## config.mk

```make
export PLATFORM = sky130hd
export DESIGN_NAME = output_serializer_gearbox
export DESIGN_NICKNAME = d
export VERILOG_FILES = /design/src/rtl/ogb_pkg.sv /design/src/rtl/ogb_shift_lane.sv /design/src/rtl/output_serializer_gearbox.sv
export VERILOG_INCLUDE_DIRS = /design/src /design/src/rtl
export SDC_FILE = /design/constraint.sdc
export NUM_CORES = 1
export LEC_CHECK = 0
export ABC_AREA = 1
export BUFFER_PORTS_ARGS = -buffer_cell sky130_fd_sc_hd__buf_4
export CAP_MARGIN = 5
export CORE_ASPECT_RATIO = 0.9
export CORE_MARGIN = 8
export CORE_UTILIZATION = 50
export CTS_CLUSTER_DIAMETER = 120
export DETAILED_ROUTE_END_ITERATION = 6
export PLACE_DENSITY = 0.66
export SYNTH_ARGS = -nofsm -noshare
export SYNTH_HDL_FRONTEND = slang
export SYNTH_HIERARCHICAL = 1
export SYNTH_SLANG_ARGS = --single-unit
```

## constraint.sdc

```tcl
create_clock -name clk_sys -period 2.7 [get_ports clk_sys]
set_clock_uncertainty 0.2 [all_clocks]
set_input_delay 0.405 -clock clk_sys [delete_from_list [all_inputs] [get_ports clk_sys]]
set_output_delay 0.405 -clock clk_sys [all_outputs]
set_load 0.01 [all_outputs]
```

## src/rtl/ogb_cfg.svh

```systemverilog
`ifndef OGB_CFG_SVH
`define OGB_CFG_SVH

`define OGB_WORD_W 8
`define OGB_LEN_W 4
`define OGB_LANES 2
`define OGB_LEN_SER7 4'h7
`define OGB_LEN_DDR8 4'h8
`define OGB_LEN_HALF 4'h4
`define OGB_LEN_NONE 4'h0
`define OGB_HALF_LO 0
`define OGB_HALF_HI 4
`define OGB_WORD_RST 8'h00

`endif

```

## src/rtl/ogb_pkg.sv

```systemverilog
package ogb_pkg;

	typedef enum logic [1:0] {
		SER_SEVEN_MODE = 2'b00,
		DDR_EIGHT_TO_ONE_MODE = 2'b01,
		DDR_FOUR_TO_ONE_MODE = 2'b10
	} ogb_mode_t;

endpackage : ogb_pkg

```

## src/rtl/ogb_shift_lane.sv

```systemverilog
`timescale 1ns/1ps
`include "ogb_cfg.svh"

module ogb_shift_lane (
	input wire logic clk_sys, // fast edge clock of the block
	input wire logic rstN, // synchronised reset, active low
	input wire logic loadEn, // one-cycle load of a new word
	input wire logic [`OGB_WORD_W-1:0] loadWord, // word to serialise, bit 0 first
	input wire logic [`OGB_LEN_W-1:0] loadLen, // bits in the word, 0 leaves lane idle
	output logic serBit // serial bit, straight from a flop
);

	logic [`OGB_WORD_W-1:0] shift_reg, shift_next;
	logic [`OGB_LEN_W-1:0] remain_reg, remain_next;
	logic ser_reg, ser_next;

	always_comb begin
		shift_next = shift_reg;
		remain_next = remain_reg;
		ser_next = 1'b0;
		if (loadEn && (loadLen != `OGB_LEN_NONE)) begin
			ser_next = loadWord[0];
			shift_next = loadWord >> 1;
			remain_next = loadLen - 4'h1;
		end else if (remain_reg != `OGB_LEN_NONE) begin
			ser_next = shift_reg[0];
			shift_next = shift_reg >> 1;
			remain_next = remain_reg - 4'h1;
		end
	end

	always_ff @(posedge clk_sys or negedge rstN) begin
		if (!rstN) begin
			shift_reg <= `OGB_WORD_RST;
			remain_reg <= `OGB_LEN_NONE;
			ser_reg <= 1'b0;
		end else begin
			shift_reg <= shift_next;
			remain_reg <= remain_next;
			ser_reg <= ser_next;
		end
	end

	assign serBit = ser_reg;

endmodule : ogb_shift_lane

```

## src/rtl/output_serializer_gearbox.sv

```systemverilog
`timescale 1ns/1ps
`include "ogb_cfg.svh"

module output_serializer_gearbox (
	input wire logic clk_sys, // fast edge clock, 250 MHz
	input wire logic nrst, // asynchronous reset, active low
	input wire logic slowClk, // slow system clock from the core
	input wire logic [`OGB_WORD_W-1:0] dataIn, // parallel word from the core
	input wire logic [1:0] modeSel, // gearbox mode, ogb_mode_t code
	output logic serOutA, // serial out, first_half_cell / whole gearbox
	output logic serOutB // serial out, second_half_cell in split mode
);

	logic rstSync1, rstN;
	logic slowSync1, slowSync2, slowPrev_reg;
	logic [`OGB_WORD_W-1:0] dataSync1, dataSync2;
	logic [1:0] modeSync1, modeSync2;
	logic [`OGB_WORD_W-1:0] capture_reg, capture_next;
	ogb_pkg::ogb_mode_t mode_reg, mode_next;
	logic loadPend_reg, loadPend_next;
	logic slowFall;
	logic [`OGB_WORD_W-1:0] laneWord [`OGB_LANES];
	logic [`OGB_LEN_W-1:0] laneLen [`OGB_LANES];
	logic [`OGB_LANES-1:0] laneBit;

	// reset takes hold at once but lets go only after two clean edges
	always_ff @(posedge clk_sys or negedge nrst) begin
		if (!nrst) begin
			rstSync1 <= 1'b0;
			rstN <= 1'b0;
		end else begin
			rstSync1 <= 1'b1;
			rstN <= rstSync1;
		end
	end

	// everything from the core is treated as foreign and double flopped
	always_ff @(posedge clk_sys or negedge rstN) begin
		if (!rstN) begin
			slowSync1 <= 1'b0;
			slowSync2 <= 1'b0;
			slowPrev_reg <= 1'b0;
			dataSync1 <= `OGB_WORD_RST;
			dataSync2 <= `OGB_WORD_RST;
			modeSync1 <= 2'h0;
			modeSync2 <= 2'h0;
		end else begin
			slowSync1 <= slowClk;
			slowSync2 <= slowSync1;
			slowPrev_reg <= slowSync2;
			dataSync1 <= dataIn;
			dataSync2 <= dataSync1;
			modeSync1 <= modeSel;
			modeSync2 <= modeSync1;
		end
	end

	// sample mid-period, on the falling edge, where the word launched on the
	// rising edge has long settled through both synchroniser stages
	assign slowFall = slowPrev_reg & ~slowSync2;

	always_comb begin
		capture_next = capture_reg;
		mode_next = mode_reg;
		loadPend_next = slowFall;
		if (slowFall) begin
			capture_next = dataSync2;
			mode_next = ogb_pkg::ogb_mode_t'(modeSync2);
		end
	end

	always_ff @(posedge clk_sys or negedge rstN) begin
		if (!rstN) begin
			capture_reg <= `OGB_WORD_RST;
			mode_reg <= ogb_pkg::SER_SEVEN_MODE;
			loadPend_reg <= 1'b0;
		end else begin
			capture_reg <= capture_next;
			mode_reg <= mode_next;
			loadPend_reg <= loadPend_next;
		end
	end

	// lane 0 is the whole gearbox or the low half, lane 1 only the high half
	// code 11 loads nothing, so both lanes stay low for that word
	always_comb begin
		laneWord[0] = capture_reg;
		laneLen[0] = `OGB_LEN_DDR8;
		laneWord[1] = `OGB_WORD_RST;
		laneLen[1] = `OGB_LEN_NONE;
		case (mode_reg)
			ogb_pkg::SER_SEVEN_MODE: begin
				laneWord[0] = {1'b0, capture_reg[6:0]};
				laneLen[0] = `OGB_LEN_SER7;
			end
			ogb_pkg::DDR_EIGHT_TO_ONE_MODE: begin
				laneWord[0] = capture_reg;
				laneLen[0] = `OGB_LEN_DDR8;
			end
			ogb_pkg::DDR_FOUR_TO_ONE_MODE: begin
				laneWord[0] = {4'h0, capture_reg[`OGB_HALF_LO+:4]};
				laneLen[0] = `OGB_LEN_HALF;
				laneWord[1] = {4'h0, capture_reg[`OGB_HALF_HI+:4]};
				laneLen[1] = `OGB_LEN_HALF;
			end
			default: begin
				laneWord[0] = capture_reg;
				laneLen[0] = `OGB_LEN_NONE;
			end
		endcase
	end

	genvar gi;
	generate
		for (gi = 0; gi < `OGB_LANES; gi++) begin : g_lane
			ogb_shift_lane u_lane (
				.clk_sys(clk_sys),
				.rstN(rstN),
				.loadEn(loadPend_reg),
				.loadWord(laneWord[gi]),
				.loadLen(laneLen[gi]),
				.serBit(laneBit[gi])
			);
		end
	endgenerate

	assign serOutA = laneBit[0];
	assign serOutB = laneBit[1];

	a_capture_on_fall: assert property (@(posedge clk_sys) disable iff (!rstN)
		slowFall |=> capture_reg == $past(dataSync2))
		else $error("word not captured on slow clock edge");

	a_mode_capture: assert property (@(posedge clk_sys) disable iff (!rstN)
		slowFall |=> mode_reg == $past(modeSync2))
		else $error("mode not captured with the word");

	a_handoff_next: assert property (@(posedge clk_sys) disable iff (!rstN)
		slowFall |=> loadPend_reg ##1 !loadPend_reg)
		else $error("hand-off pulse not one cycle after capture");

	a_first_bit_low: assert property (@(posedge clk_sys) disable iff (!rstN)
		loadPend_reg &&
		(mode_reg inside {ogb_pkg::SER_SEVEN_MODE, ogb_pkg::DDR_EIGHT_TO_ONE_MODE})
		|=> serOutA == $past(capture_reg[0]))
		else $error("first serial bit is not bit 0");

	a_eighth_bit: assert property (@(posedge clk_sys) disable iff (!rstN)
		loadPend_reg && (mode_reg == ogb_pkg::DDR_EIGHT_TO_ONE_MODE) ##1 (!loadPend_reg)[*7]
		|=> serOutA == $past(capture_reg[7], 8))
		else $error("eighth bit of 8:1 word wrong");

	a_seven_stop: assert property (@(posedge clk_sys) disable iff (!rstN)
		loadPend_reg && (mode_reg == ogb_pkg::SER_SEVEN_MODE) ##1 (!loadPend_reg)[*8]
		|-> serOutA == 1'b0)
		else $error("7:1 mode sent more than seven bits");

	a_split_high: assert property (@(posedge clk_sys) disable iff (!rstN)
		loadPend_reg && (mode_reg == ogb_pkg::DDR_FOUR_TO_ONE_MODE)
		|=> serOutB == $past(capture_reg[4]) && serOutA == $past(capture_reg[0]))
		else $error("split halves not on their own outputs");

	a_lane_b_quiet: assert property (@(posedge clk_sys) disable iff (!rstN)
		loadPend_reg && (mode_reg != ogb_pkg::DDR_FOUR_TO_ONE_MODE) ##1 (!loadPend_reg)[*4]
		|-> serOutB == 1'b0)
		else $error("second half output active outside split mode");

	// the word checks below rely on a slow period that covers a whole word;
	// a faster slow clock restarts the lanes and truncates words by design
	a_reset_low: assert property (@(posedge clk_sys)
		!rstN |-> (serOutA == 1'b0) && (serOutB == 1'b0))
		else $error("serial outputs not low in reset");

	a_pend_after_fall: assert property (@(posedge clk_sys) disable iff (!rstN)
		loadPend_reg |-> $past(slowFall))
		else $error("hand-off pulse without a captured word");

	a_capture_steady: assert property (@(posedge clk_sys) disable iff (!rstN)
		!slowFall |=> $stable(capture_reg) && $stable(mode_reg))
		else $error("captured word changed between slow clock edges");

	a_seventh_bit: assert property (@(posedge clk_sys) disable iff (!rstN)
		loadPend_reg && (mode_reg == ogb_pkg::SER_SEVEN_MODE) ##1 (!loadPend_reg)[*6]
		|=> serOutA == $past(capture_reg[6], 7))
		else $error("seventh bit of 7:1 word wrong");

	a_seven_second: assert property (@(posedge clk_sys) disable iff (!rstN)
		loadPend_reg && (mode_reg == ogb_pkg::SER_SEVEN_MODE) ##1 !loadPend_reg
		|=> serOutA == $past(capture_reg[1], 2))
		else $error("second bit of 7:1 word wrong");

	a_middle_bit: assert property (@(posedge clk_sys) disable iff (!rstN)
		loadPend_reg && (mode_reg == ogb_pkg::DDR_EIGHT_TO_ONE_MODE) ##1 (!loadPend_reg)[*4]
		|=> serOutA == $past(capture_reg[4], 5))
		else $error("bits of 8:1 word not shifted in order");

	a_eight_second: assert property (@(posedge clk_sys) disable iff (!rstN)
		loadPend_reg && (mode_reg == ogb_pkg::DDR_EIGHT_TO_ONE_MODE) ##1 !loadPend_reg
		|=> serOutA == $past(capture_reg[1], 2))
		else $error("second bit of 8:1 word wrong");

	a_eight_stop: assert property (@(posedge clk_sys) disable iff (!rstN)
		loadPend_reg && (mode_reg == ogb_pkg::DDR_EIGHT_TO_ONE_MODE) ##1 (!loadPend_reg)[*8]
		|=> serOutA == 1'b0)
		else $error("8:1 mode sent more than eight bits");

	a_split_second: assert property (@(posedge clk_sys) disable iff (!rstN)
		loadPend_reg && (mode_reg == ogb_pkg::DDR_FOUR_TO_ONE_MODE) ##1 !loadPend_reg
		|=> serOutA == $past(capture_reg[1], 2) && serOutB == $past(capture_reg[5], 2))
		else $error("second bits of split halves wrong");

	a_split_last: assert property (@(posedge clk_sys) disable iff (!rstN)
		loadPend_reg && (mode_reg == ogb_pkg::DDR_FOUR_TO_ONE_MODE) ##1 (!loadPend_reg)[*3]
		|=> serOutA == $past(capture_reg[3], 4) && serOutB == $past(capture_reg[7], 4))
		else $error("last bits of split halves wrong");

	a_split_stop: assert property (@(posedge clk_sys) disable iff (!rstN)
		loadPend_reg && (mode_reg == ogb_pkg::DDR_FOUR_TO_ONE_MODE) ##1 (!loadPend_reg)[*4]
		|=> serOutA == 1'b0 && serOutB == 1'b0)
		else $error("split mode sent more than four bits per half");

	a_mode_none_quiet: assert property (@(posedge clk_sys) disable iff (!rstN)
		loadPend_reg && (2'(mode_reg) == 2'h3) |=> (serOutA == 1'b0 && serOutB == 1'b0)[*8])
		else $error("idle mode code sent serial bits");

endmodule : output_serializer_gearbox

```

# After elaboration in Yosys (flattened, before gate mapping)
# Cells that the tools add are included.
# word_totals
regBits	62
in_bits	13
output_inout_bits	2
word_cells	51
# classes
addsub	4
eq_ne	2
n_mux	16
bitwise_logic	2
reduce_logical	9
# op_table
cell	n
$mux 8	4
$mux 4	5
$pmux 8 s2	1
$reduce_bool 4->1	4
$pmux 4 s3	1
$sub 4x1->4 const B	3
$mux 1	4
$reduce_bool 2->1	2
$sub 3x1->4 const B	1
$mux 3	1
$eq 2x1->1 const B	1
$eq 2x2->1 const B	1
$logic_and 1x1->1	2
$logic_not 2->1	1
$and 1x1->1	1
$not 1->1	1

# Longest topological paths before layout
# Gate-level depths: netlist of the first run.
# logic_depth
word_depth	5
ltp_mapped	12
mapped_depth_nobuf	11

# Hierarchy
# The synthesis of the first run kept the hierarchy.
# by_module_without_submodules
module	instances	cells_each	area_per_inst_um2	seq_area_each_um2
ogb_shift_lane	2	83	646.9	300.3
output_serializer_gearbox	1	92	1156.1	900.9

# Worst setup path after synthesis of the first run
# No wires, ideal clock.
# synth_timing
path_kind	register -> register
start	register mode_reg[1]
end	register g_lane[0].u_lane.remain_reg[2]
setup_ns	0.077
t_arrival_ns	1.561
required_time_ns	2.423
setup_slack_ns	0.862
path_stages_with_launch	11
path_buffers	1
period_less_slack_ns	1.838
path_cell_list	dfrtp_1 > nor2_1 > nor2_1 > nand2_2 > nand2_2 > buf_6 > nand2_2 > nand2_1 > ha_1 > nand3b_1 > a21oi_1
# synth_rtl
element	line	source
start, declared	output_serializer_gearbox.sv:19	ogb_pkg::ogb_mode_t mode_reg, mode_next;
start signal, assigned	output_serializer_gearbox.sv:75	mode_reg <= ogb_pkg::SER_SEVEN_MODE;
start signal, assigned	output_serializer_gearbox.sv:79	mode_reg <= mode_next;
end signal, assigned	ogb_shift_lane.sv:35	remain_reg <= `OGB_LEN_NONE;
end signal, assigned	ogb_shift_lane.sv:39	remain_reg <= remain_next;
end, declared	ogb_shift_lane.sv:14	logic [`OGB_LEN_W-1:0] remain_reg, remain_next;

==> results of run 1 <==
==> report_power, final <==
part / leakage, nW / internal, mW / switching, mW
sequential: 0.721 / 1.08 / 0.0948
clock: 0.111 / 0.563 / 0.329
combinational: 0.678 / 0.222 / 0.345
total: 1.51 / 1.87 / 0.769
==> critical path, stage by stage, from the launching register on <==
cell and delay, ps:
dfrtp_1 430, nor2_1 260, nor2_1 80, nand2_2 120, nand2_2 210, nand2_2 130, nand2_1 80, ha_1 210
nand3b_1 150, a21oi_1 130
==> logic make-up after synthesis <==
group / count (synthesis) / share of synthesized area, %
other: 2 / 0.3065
DFF: 60 / 61.29
AOI/OAI and AO/OA: 30 / 6.129
and+or+nand+nor: 126 / 23.80
buffers and inverters: 38 / 7.456
adders and majority gates: 2 / 1.021
==> layout make-up <==
type	instances	area share, %
clock buffers	11	5.095
clock inverters	4	2.442
inverters	31	4.168
multi-input cells	169	26.91
flip-flops and latches	60	50.57
well taps	65	2.737
repair buffers	28	8.084
==> final timing paths <==
| check | start | end | slack (ps) |
|---|---|---|---|
| max in group asynchronous | rstN | dataSync2[2] | 1700 |
| worst min register to register | rstN | g_lane[1].u_lane/shift_reg[4] | -10 |
| worst max register to register | mode_reg[1] | g_lane[0].u_lane/remain_reg[2] | 610 |
| worst max-delay path | mode_reg[1] | g_lane[0].u_lane/remain_reg[2] | 610 |
| worst min-delay path | rstN | g_lane[1].u_lane/shift_reg[4] | -10 |
| min in group clk_sys | dataSync1[2] | dataSync2[2] | 150 |
==> metal layers <==
metal | GRT usage, % | vias to the layer above | wire length [µm]
met5 | 0 | - | 0
met3 | 4.697 | 6 | 200
met2 | 19.90 | 41 | 1889
li1 | - | 881 | -
met1 | 14.51 | 770 | 2006
met4 | 8.600 | 0 | 62
==> cell usage after synthesis <==
library cell,instances
nand4_1,2
nand2_4,1
buf_4,2
nand2_1,62
inv_2,1
nor2_1,14
dfrtp_1,60
buf_2,2
nand2_2,10
a21oi_1,8
inv_1,27
nor2_2,5
ha_1,2
o21ai_0,22
conb_1,2
nand3b_1,4
buf_6,3
nor3_2,2
inv_4,3
nand3_1,26
==> timing repair <==
item / CTS / global route
hold buffers: 12 / 0
hold endpoints to repair: 13 / 0
endpoints found under the setup margin: 0 / 0
==> stage by stage <==
step	power (mW)	area, µm²	cells	setup slack (ps)
after floorplan	1.605	2484	267	705.8
after global placement	1.733	2628	341	724.8
after detailed placement	1.746	2628	341	653.5
after CTS	2.667	2972	368	637.1
after global routing	2.811	2972	368	414.6
final	2.637	2972	368	606.6
==> impl_results.md, run 1 <==
* H-tree depth at 3
* Total track usage at 12.65%
* Hpwl dp at 2847 µm
* Multi-input gate area at 799.5 µm²
* Highest-count cells in the layout ignoring fill and taps: nand2_1, dfrtp_1, inv_1
* Fraction of layout cells with a size suffix above 1 at 17.82%
* Iteration-0 DRC Markers at 73
* Syn_area_per_cell at 9.496 µm²
* VDD IR max at 516.0 µV
* Flops & latches, synth at 60
* Cell Area, Synth at 2450 µm²
* Worst-case reg-to-reg path depth at 9
* Die area at 7399 µm²
* Clk_lat worst skew at 330 ps
* Drt pass-1 iters at 4
* RSZ-0062 raised after global routing: no
* Remaining DRCs at 0
* Row count at 24
* Clock root cell: clkbuf_8
* PwrDens at 887.4 nW/µm²
* Ys Warns at 6
* Tmin final at 2093 ps
* Setup Total Neg Slack at 0 ps
* Hold Slack at -14.85 ps
* CP Data Required Time at 2760 ps
* Status: finished, violations left
* GP Congestion at 0.8306
* Wire length per cell at 11.30 µm
* Area leader, netlist: dfrtp_1
* Post-CTS Setup Bufs at 0
* CTS sink cnt at 60
* Final hold violation count at 15
* Startpoint type of the worst setup path: flop
* Fin util at 62.24%
* Fmax at 477.7 MHz
* TritonCTS buffer count at 9
* Max FO, Critical Path at 20
* Chip Width at 89.79 µm
* Max_cap viols at 0
* Register Area at 1503 µm²
* Core area at 4775 µm²
* Leakage at 1.510 nW
* Vias in the first global route at 1718
* Antenna Nets Post-Route at 0
* Gate Count Post-Synth at 258
* # resized after CTS at 0
* Arrival time at the worst endpoint at 2150 ps
* Port bufs at 14
* Layout Nets at 314
* Yosys top cell area share at 61.29%
* First-pass GRT wire length at 7217 µm
* Most common cell after layout, fill and taps aside: nand2_1
* CP endpoint kind: flop
* Fillers at 390
* Largest net degree at the start of global routing at 24
* Clock slew at reported path FFs at 60 ps
* Period utilization at 77.53%
* Fin. max-slew vios at 0
* Starting Density at 51.31%
* DRT Wirelength at 4159 µm
* Max FFs per register at 14
* Register area share after synthesis at 61.29%
* Initial antenna violation count at 0
* Clk buf depth at 2
* Setup violations, final at 0
* Die Height at 82.41 µm
* Crit Path Class: reg2reg
* Grt ovf at 0
* CTS tree: done
* Failing checks: negative hold slack
* Post-synth cell types at 20
* Antenna cells at 0
* Main area contributors after synthesis: dfrtp_1, nand2_1, nand3_1, o21ai_0, inv_1
* Min-delay worst type: reg2async
* Area growth, synth to finish at 21.30%
* DR vias/cell at 4.614
* Ports at 15
* Vias post-DR at 1698
No activity file was read; power rests on OpenSTA's default activity.
==> inputs of run 2 (changes only) <==
PLACE_DENSITY = 0.68   (was 0.66)
clock period = 1.82 ns   (was 2.7 ns; I/O delays follow)
==> impl_results.md, run 2 (synthesis gave the netlist of run 1 again) <==
* CP most frequent cell: nand2_2
* Leakage at 1.600 nW
* Psw at 1.225 mW
* Vias post-DR at 1791
* Tmin final at 1836 ps
* Startpoint type of the worst setup path: flop
* Clk_lat worst skew at 330 ps
* Crit Path Class: reg2reg
* Status: finished, violations left
* Starting Density at 51.31%
* Min-delay worst type: reg2async
* Placed Cells at 346
* Failing checks: negative setup slack
* Critical path's slowest cell: dfrtp_1
* Chip Width at 89.79 µm
* Iteration-0 DRC Markers at 87
* Internal Power at 2.872 mW
* Final instance area at 3183 µm²
* WP buf/inv at 1
* Final hold violation count at 0
* Met1 WL at 2101 µm
* First-pass GRT wire length at 7203 µm
* Clock group share of total power at 33.0%
* Wire length per cell at 11.54 µm
* CTS sink cnt at 60
* CP top delay family: simple AND/OR/NAND/NOR gates
* Port bufs at 14
* Fin. max-slew vios at 0
* Max FO, Critical Path at 6
* Setup violations, final at 2
* Clk buf depth at 2
* Finished Layout Cells at 383
* Highest-count cells in the layout ignoring fill and taps: nand2_1, dfrtp_1, buf_4
* DR vias/cell at 4.676
* CTS tree: done
* CP Data Required Time at 1870 ps
* Slowest stage delay, CP at 430 ps
* Antenna cells at 0
* Seq pwr share at 42.6%
* VDD IR max at 712.3 µV
* Grt ovf at 0
* FF-to-FF End: g_lane[0].u_lane/remain_reg[2]
* Comb pwr share at 24.4%
* CP Cell Sequence: inv_2 -> nor2_4 -> nor2_2 -> nand2_2 -> nand2_4 -> nand2_2 -> nand2_2 -> ha_4 -> nand3b_1 -> a21oi_1
* Setup Total Neg Slack at -30.39 ps
* Antenna Nets Post-Route at 0
* Total track usage at 12.62%
* Die area at 7399 µm²
* Initial antenna violation count at 0
* Worst-case reg-to-reg path depth at 10
* Sw frac at 29.89%
* GP Congestion at 0.7799
* H-tree depth at 3
* Max FFs per register at 14
* TritonCTS buffer count at 9
* DRT Wirelength at 4419 µm
* Fraction of layout cells with a size suffix above 1 at 24.84%
* Die Height at 82.41 µm
* Remaining DRCs at 0
* Clock root cell: clkbuf_8
* PwrDens at 1287 nW/µm²
* Max_cap viols at 0
* Reg-to-Reg Start: mode_reg[0]
* Met3 WL post-DR at 123 µm
* Highest metal used: met4
* CP endpoint kind: flop
* Hpwl dp at 2891 µm
* Largest net degree at the start of global routing at 31
* Row count at 24
* Clock slew at reported path FFs at 70 ps
* Drt pass-1 iters at 4
* Area growth, synth to finish at 29.93%
* Ports at 15
* Post-DP Area at 2693 µm²
* Core area at 4775 µm²
* Fillers at 366
* Vias in the first global route at 1676
* Arrival time at the worst endpoint at 1890 ps
* Fmax at 544.6 MHz
* RSZ-0062 raised after global routing: yes
* R2R Setup Slk at -20 ps
* Final WS setup at -16.18 ps
* Layout Nets at 328
* Routed wl met2 at 2104 µm
* Period utilization at 100.9%
-- run 2: worst max path at each step --
stage | start | endpoint | cells after the start
after CTS | mode_reg[0] | g_lane[0].u_lane/remain_reg[2] | 9
after floorplan | mode_reg[1] | g_lane[0].u_lane/remain_reg[2] | 10
final | mode_reg[0] | g_lane[0].u_lane/remain_reg[2] | 10
after detailed placement | mode_reg[0] | g_lane[0].u_lane/remain_reg[2] | 10
after global placement | mode_reg[0] | g_lane[0].u_lane/remain_reg[2] | 10
after global routing | mode_reg[0] | g_lane[0].u_lane/remain_reg[2] | 10
-- run 2: area by class of cell --
type                    count  area, µm²  share of cell area (%)
multi-input cells         169      880.8                   27.67
inverters                  31      123.9                   3.892
well taps                  65      81.33                   2.555
flip-flops and latches     60       1504                   47.25
clock buffers              12      155.1                   4.874
repair buffers             42      365.4                   11.48
clock inverters             4      72.57                   2.280
-- run 2: worst reg2reg max path, stage by stage, from the launching register on --
cell	delay, ps
dfrtp_1	430
inv_2	110
nor2_4	140
nor2_2	40
nand2_2	120
nand2_4	90
nand2_2	100
nand2_2	70
ha_4	160
nand3b_1	160
a21oi_1	130
-- run 2: routing by layer --
metal | GRT usage (%) | vias up
li1 | - | 915
met1 | 14.93 | 841
met2 | 20.12 | 26
met3 | 2.800 | 9
met4 | 10.12 | 0
met5 | 0 | -
-- run 2: per-stage QoR --
| step | hold WS [ps] | power, mW | utilization (%) | worst slack, ps |
|---|---|---|---|---|
| global route | 60.60 | 4.348 | 66.67 | -111.3 |
| finish | 6.960 | 4.097 | 66.67 | -16.18 |
| global placement | -144.0 | 2.595 | 56.39 | 31.72 |
| floorplan | -222.6 | 2.399 | - | 28.39 |
| CTS | 31.81 | 4.021 | 64.41 | -21.12 |
| detailed placement | -142.9 | 2.625 | 56.39 | -60.20 |
-- run 2: power groups by stage --
stage | Sequential, mW | Clock [mW] | Combinational (mW)
after floorplan | 1.76 | 0 | 0.641
final | 1.74 | 1.35 | 1.00
after global placement | 1.76 | 0 | 0.837
after detailed placement | 1.77 | 0 | 0.860
after global routing | 1.78 | 1.43 | 1.14
after CTS | 1.74 | 1.38 | 0.900
-- run 2: repair_timing --
item | CTS | global route
endpoints found under the setup margin | 2 | 21
hold buffers | 12 | 0
setup buffers | 2 | 7
hold endpoints to repair | 13 | 0
pin swaps | 6 | 10
gates resized for setup | 5 | 14
==> inputs of run 3 (changes only) <==
PLACE_DENSITY = 0.69   (was 0.68)
SYNTH_HIERARCHICAL = not set   (was 1)
==> impl_results.md, run 3 <==
* Seq pwr share at 53.4%
* Final instance area at 2479 µm²
* GP Congestion at 0.7508
* Yosys top cell area share at 67.23%
* Comb pwr share at 23.6%
* Placed Cells at 260
* Syn_area_per_cell at 10.58 µm²
* Total power at 2.906 mW
* Crit Path Class: reg2reg
* PwrDens at 1173 nW/µm²
* Clock group share of total power at 23.0%
* Final hold violation count at 0
* First-pass GRT wire length at 6016 µm
* Antenna Nets Post-Route at 0
* Fraction of layout cells with a size suffix above 1 at 18.53%
* Startpoint type of the worst setup path: flop
* Clk buf depth at 2
* Most common cell after layout, fill and taps aside: nand2_1
* Setup violations, final at 0
* Setup Total Neg Slack at 0 ps
* Post-CTS Setup Bufs at 0
* Period utilization at 87.62%
* Hpwl dp at 2195 µm
* Fillers at 313
* CP Data Required Time at 1870 ps
* Gate Count Post-Synth at 197
* Clk_lat worst skew at 310 ps
* Tmin final at 1595 ps
* Iteration-0 DRC Markers at 40
* Fin. max-slew vios at 0
* Highest-count cells in the layout ignoring fill and taps: nand2_1, dfrtp_1, inv_1, buf_4, dlygate4sd3_1
* Post-synth cell types at 24
* TritonCTS buffer count at 5
* CP endpoint kind: flop
* Layout Nets at 246
* Area leader, netlist: dfrtp_1
* Port bufs at 14
* Setup WS pre-CTS at 261.9 ps
* Leakage at 1.250 nW
* Clock root cell: clkbuf_8
* Flops & latches, synth at 56
* Max_cap viols at 0
* Core area at 4046 µm²
* Sw frac at 31.57%
* Ports at 15
* Synth Net Count at 212
* Antenna cells at 0
* Post-DP Area at 2270 µm²
* Starting Density at 51.52%
* Ys Warns at 0
* Fmax at 627.1 MHz
* Max FFs per register at 10
* Vias in the first global route at 1413
* Total track usage at 11.36%
* Min-delay worst type: reg2async
* Clock slew at reported path FFs at 100 ps
* Synth top cells by count: nand2_1, dfrtp_1, inv_1, o21ai_0, nand3_1
* Register Area at 1403 µm²
* Finished Layout Cells at 280
* Async S/R FF share, synth at 100.0%
* DRT Wirelength at 3143 µm
* Chip Width at 84.06 µm
* Remaining DRCs at 0
* Arrival time at the worst endpoint at 1640 ps
* Initial antenna violation count at 0
* Row count at 22
* Multi-input gate area at 589.3 µm²
* Final WS setup at 225.3 ps
* Internal Power at 1.989 mW
* Cell Area, Synth at 2084 µm²
* Register area share after synthesis at 67.23%
* Drt pass-1 iters at 5
* Wire length per cell at 11.23 µm
* Die area at 6494 µm²
* Ys flop type: dfrtp_1
* Grt ovf at 0
* CTS tree: done
* H-tree depth at 2
* Area growth, synth to finish at 18.91%
* RSZ-0062 raised after global routing: no
* CTS sink cnt at 56
* Max FO, Critical Path at 4
* DR vias/cell at 4.696
* Vias post-DR at 1315
* Main area contributors after synthesis: dfrtp_1, nand2_1, inv_1, o21ai_0, nand3_1
* Die Height at 77.26 µm
* Psw at 0.9176 mW
* Status: finished, final reports clean
* Count leader, synth: nand2_1
* VDD IR max at 725.8 µV
* Post-synth EDFFs at 0
* Largest net degree at the start of global routing at 55
-- run 3: cell types whose count changed after synthesis, moves of 3 or more --
| cell | change |
|---|---|
| nor2_2 | -3 |
| nor2_1 | -8 |
| nand3b_1 | -4 |
| nand3_1 | -17 |
| dfrtp_1 | -4 |
| inv_1 | -11 |
| nand2_2 | -7 |
| nand2_1 | +12 |
| a21oi_1 | -6 |
| o21ai_0 | -12 |
-- run 3: metrics by stage --
stage	hold WS, ps	util, %
global route	79.59	61.26
CTS	59.27	61.26
detailed placement	-142.8	56.09
finish	49.33	61.26
global placement	-144.2	56.09
floorplan	-222.6	-
-- run 3: worst paths after layout --
check	start	end	slack, ps	cells after the start
worst max register to register	loadPend_reg	g_lane[0].u_lane.remain_reg[2]	230	9
worst min-delay path	rstN	g_lane[0].u_lane.remain_reg[2]	50	1
worst min register to register	rstN	g_lane[0].u_lane.remain_reg[2]	50	1
worst max-delay path	loadPend_reg	g_lane[0].u_lane.remain_reg[2]	230	9
min in group clk_sys	modeSync1[0]	modeSync2[0]	160	0
max in group asynchronous	rstN	mode_reg[1]	1150	1
-- run 3: per-layer routing --
metal | part of all wire (%) | track usage [%] | wire length (µm) | up-vias
met5 | 0 | 0 | 0 | -
met4 | 2.5 | 5.862 | 80 | 0
met3 | 4.5 | 3.696 | 141 | 11
met2 | 45 | 17.75 | 1430 | 30
met1 | 47 | 13.65 | 1490 | 598
li1 | - | - | - | 676
-- run 3: power by group through the flow --
stage | clock, mW | sequential (mW) | combinational (mW)
2_1_floorplan | 0 | 1.57 | 0.509
3_3_place_gp | 0 | 1.57 | 0.655
3_5_place_dp | 0 | 1.57 | 0.683
4_1_cts | 0.693 | 1.55 | 0.703
5_1_grt | 0.737 | 1.58 | 0.812
6_report | 0.668 | 1.55 | 0.687
-- run 3: cell type report --
class,instances,share of cell area [%]
tap,48,2.423
clock buffer,6,2.928
timing repair buffer,29,10.50
multi-input combinational,119,23.78
sequential,56,56.59
inverter,20,3.130
clock inverter,2,0.6562
-- run 3: kinds of logic (layout without fill, tap and decap cells) --
family	Yosys count	count (layout)	share of synthesized area [%]
buf+inv	22	57	4.502
flops	56	56	67.23
compound gates	16	16	4.442
other cells	1	1	0.1799
fa+ha+maj	2	2	1.200
simple gates	100	100	22.45
-- run 3: critical path, stage by stage (launching register included) --
cell and delay (ps):
dfrtp_1 470, nand2_1 160, inv_2 100, nand2_1 60, nand2_1 80, inv_1 50
ha_1 200, inv_1 60, nand2_1 50, a21oi_1 110
-- run 3: repair_timing --
item	in CTS	in global routing
hold buffers	12	0
setup endpoints to repair	0	0
gates resized for setup	0	0
hold endpoints to repair	13	0
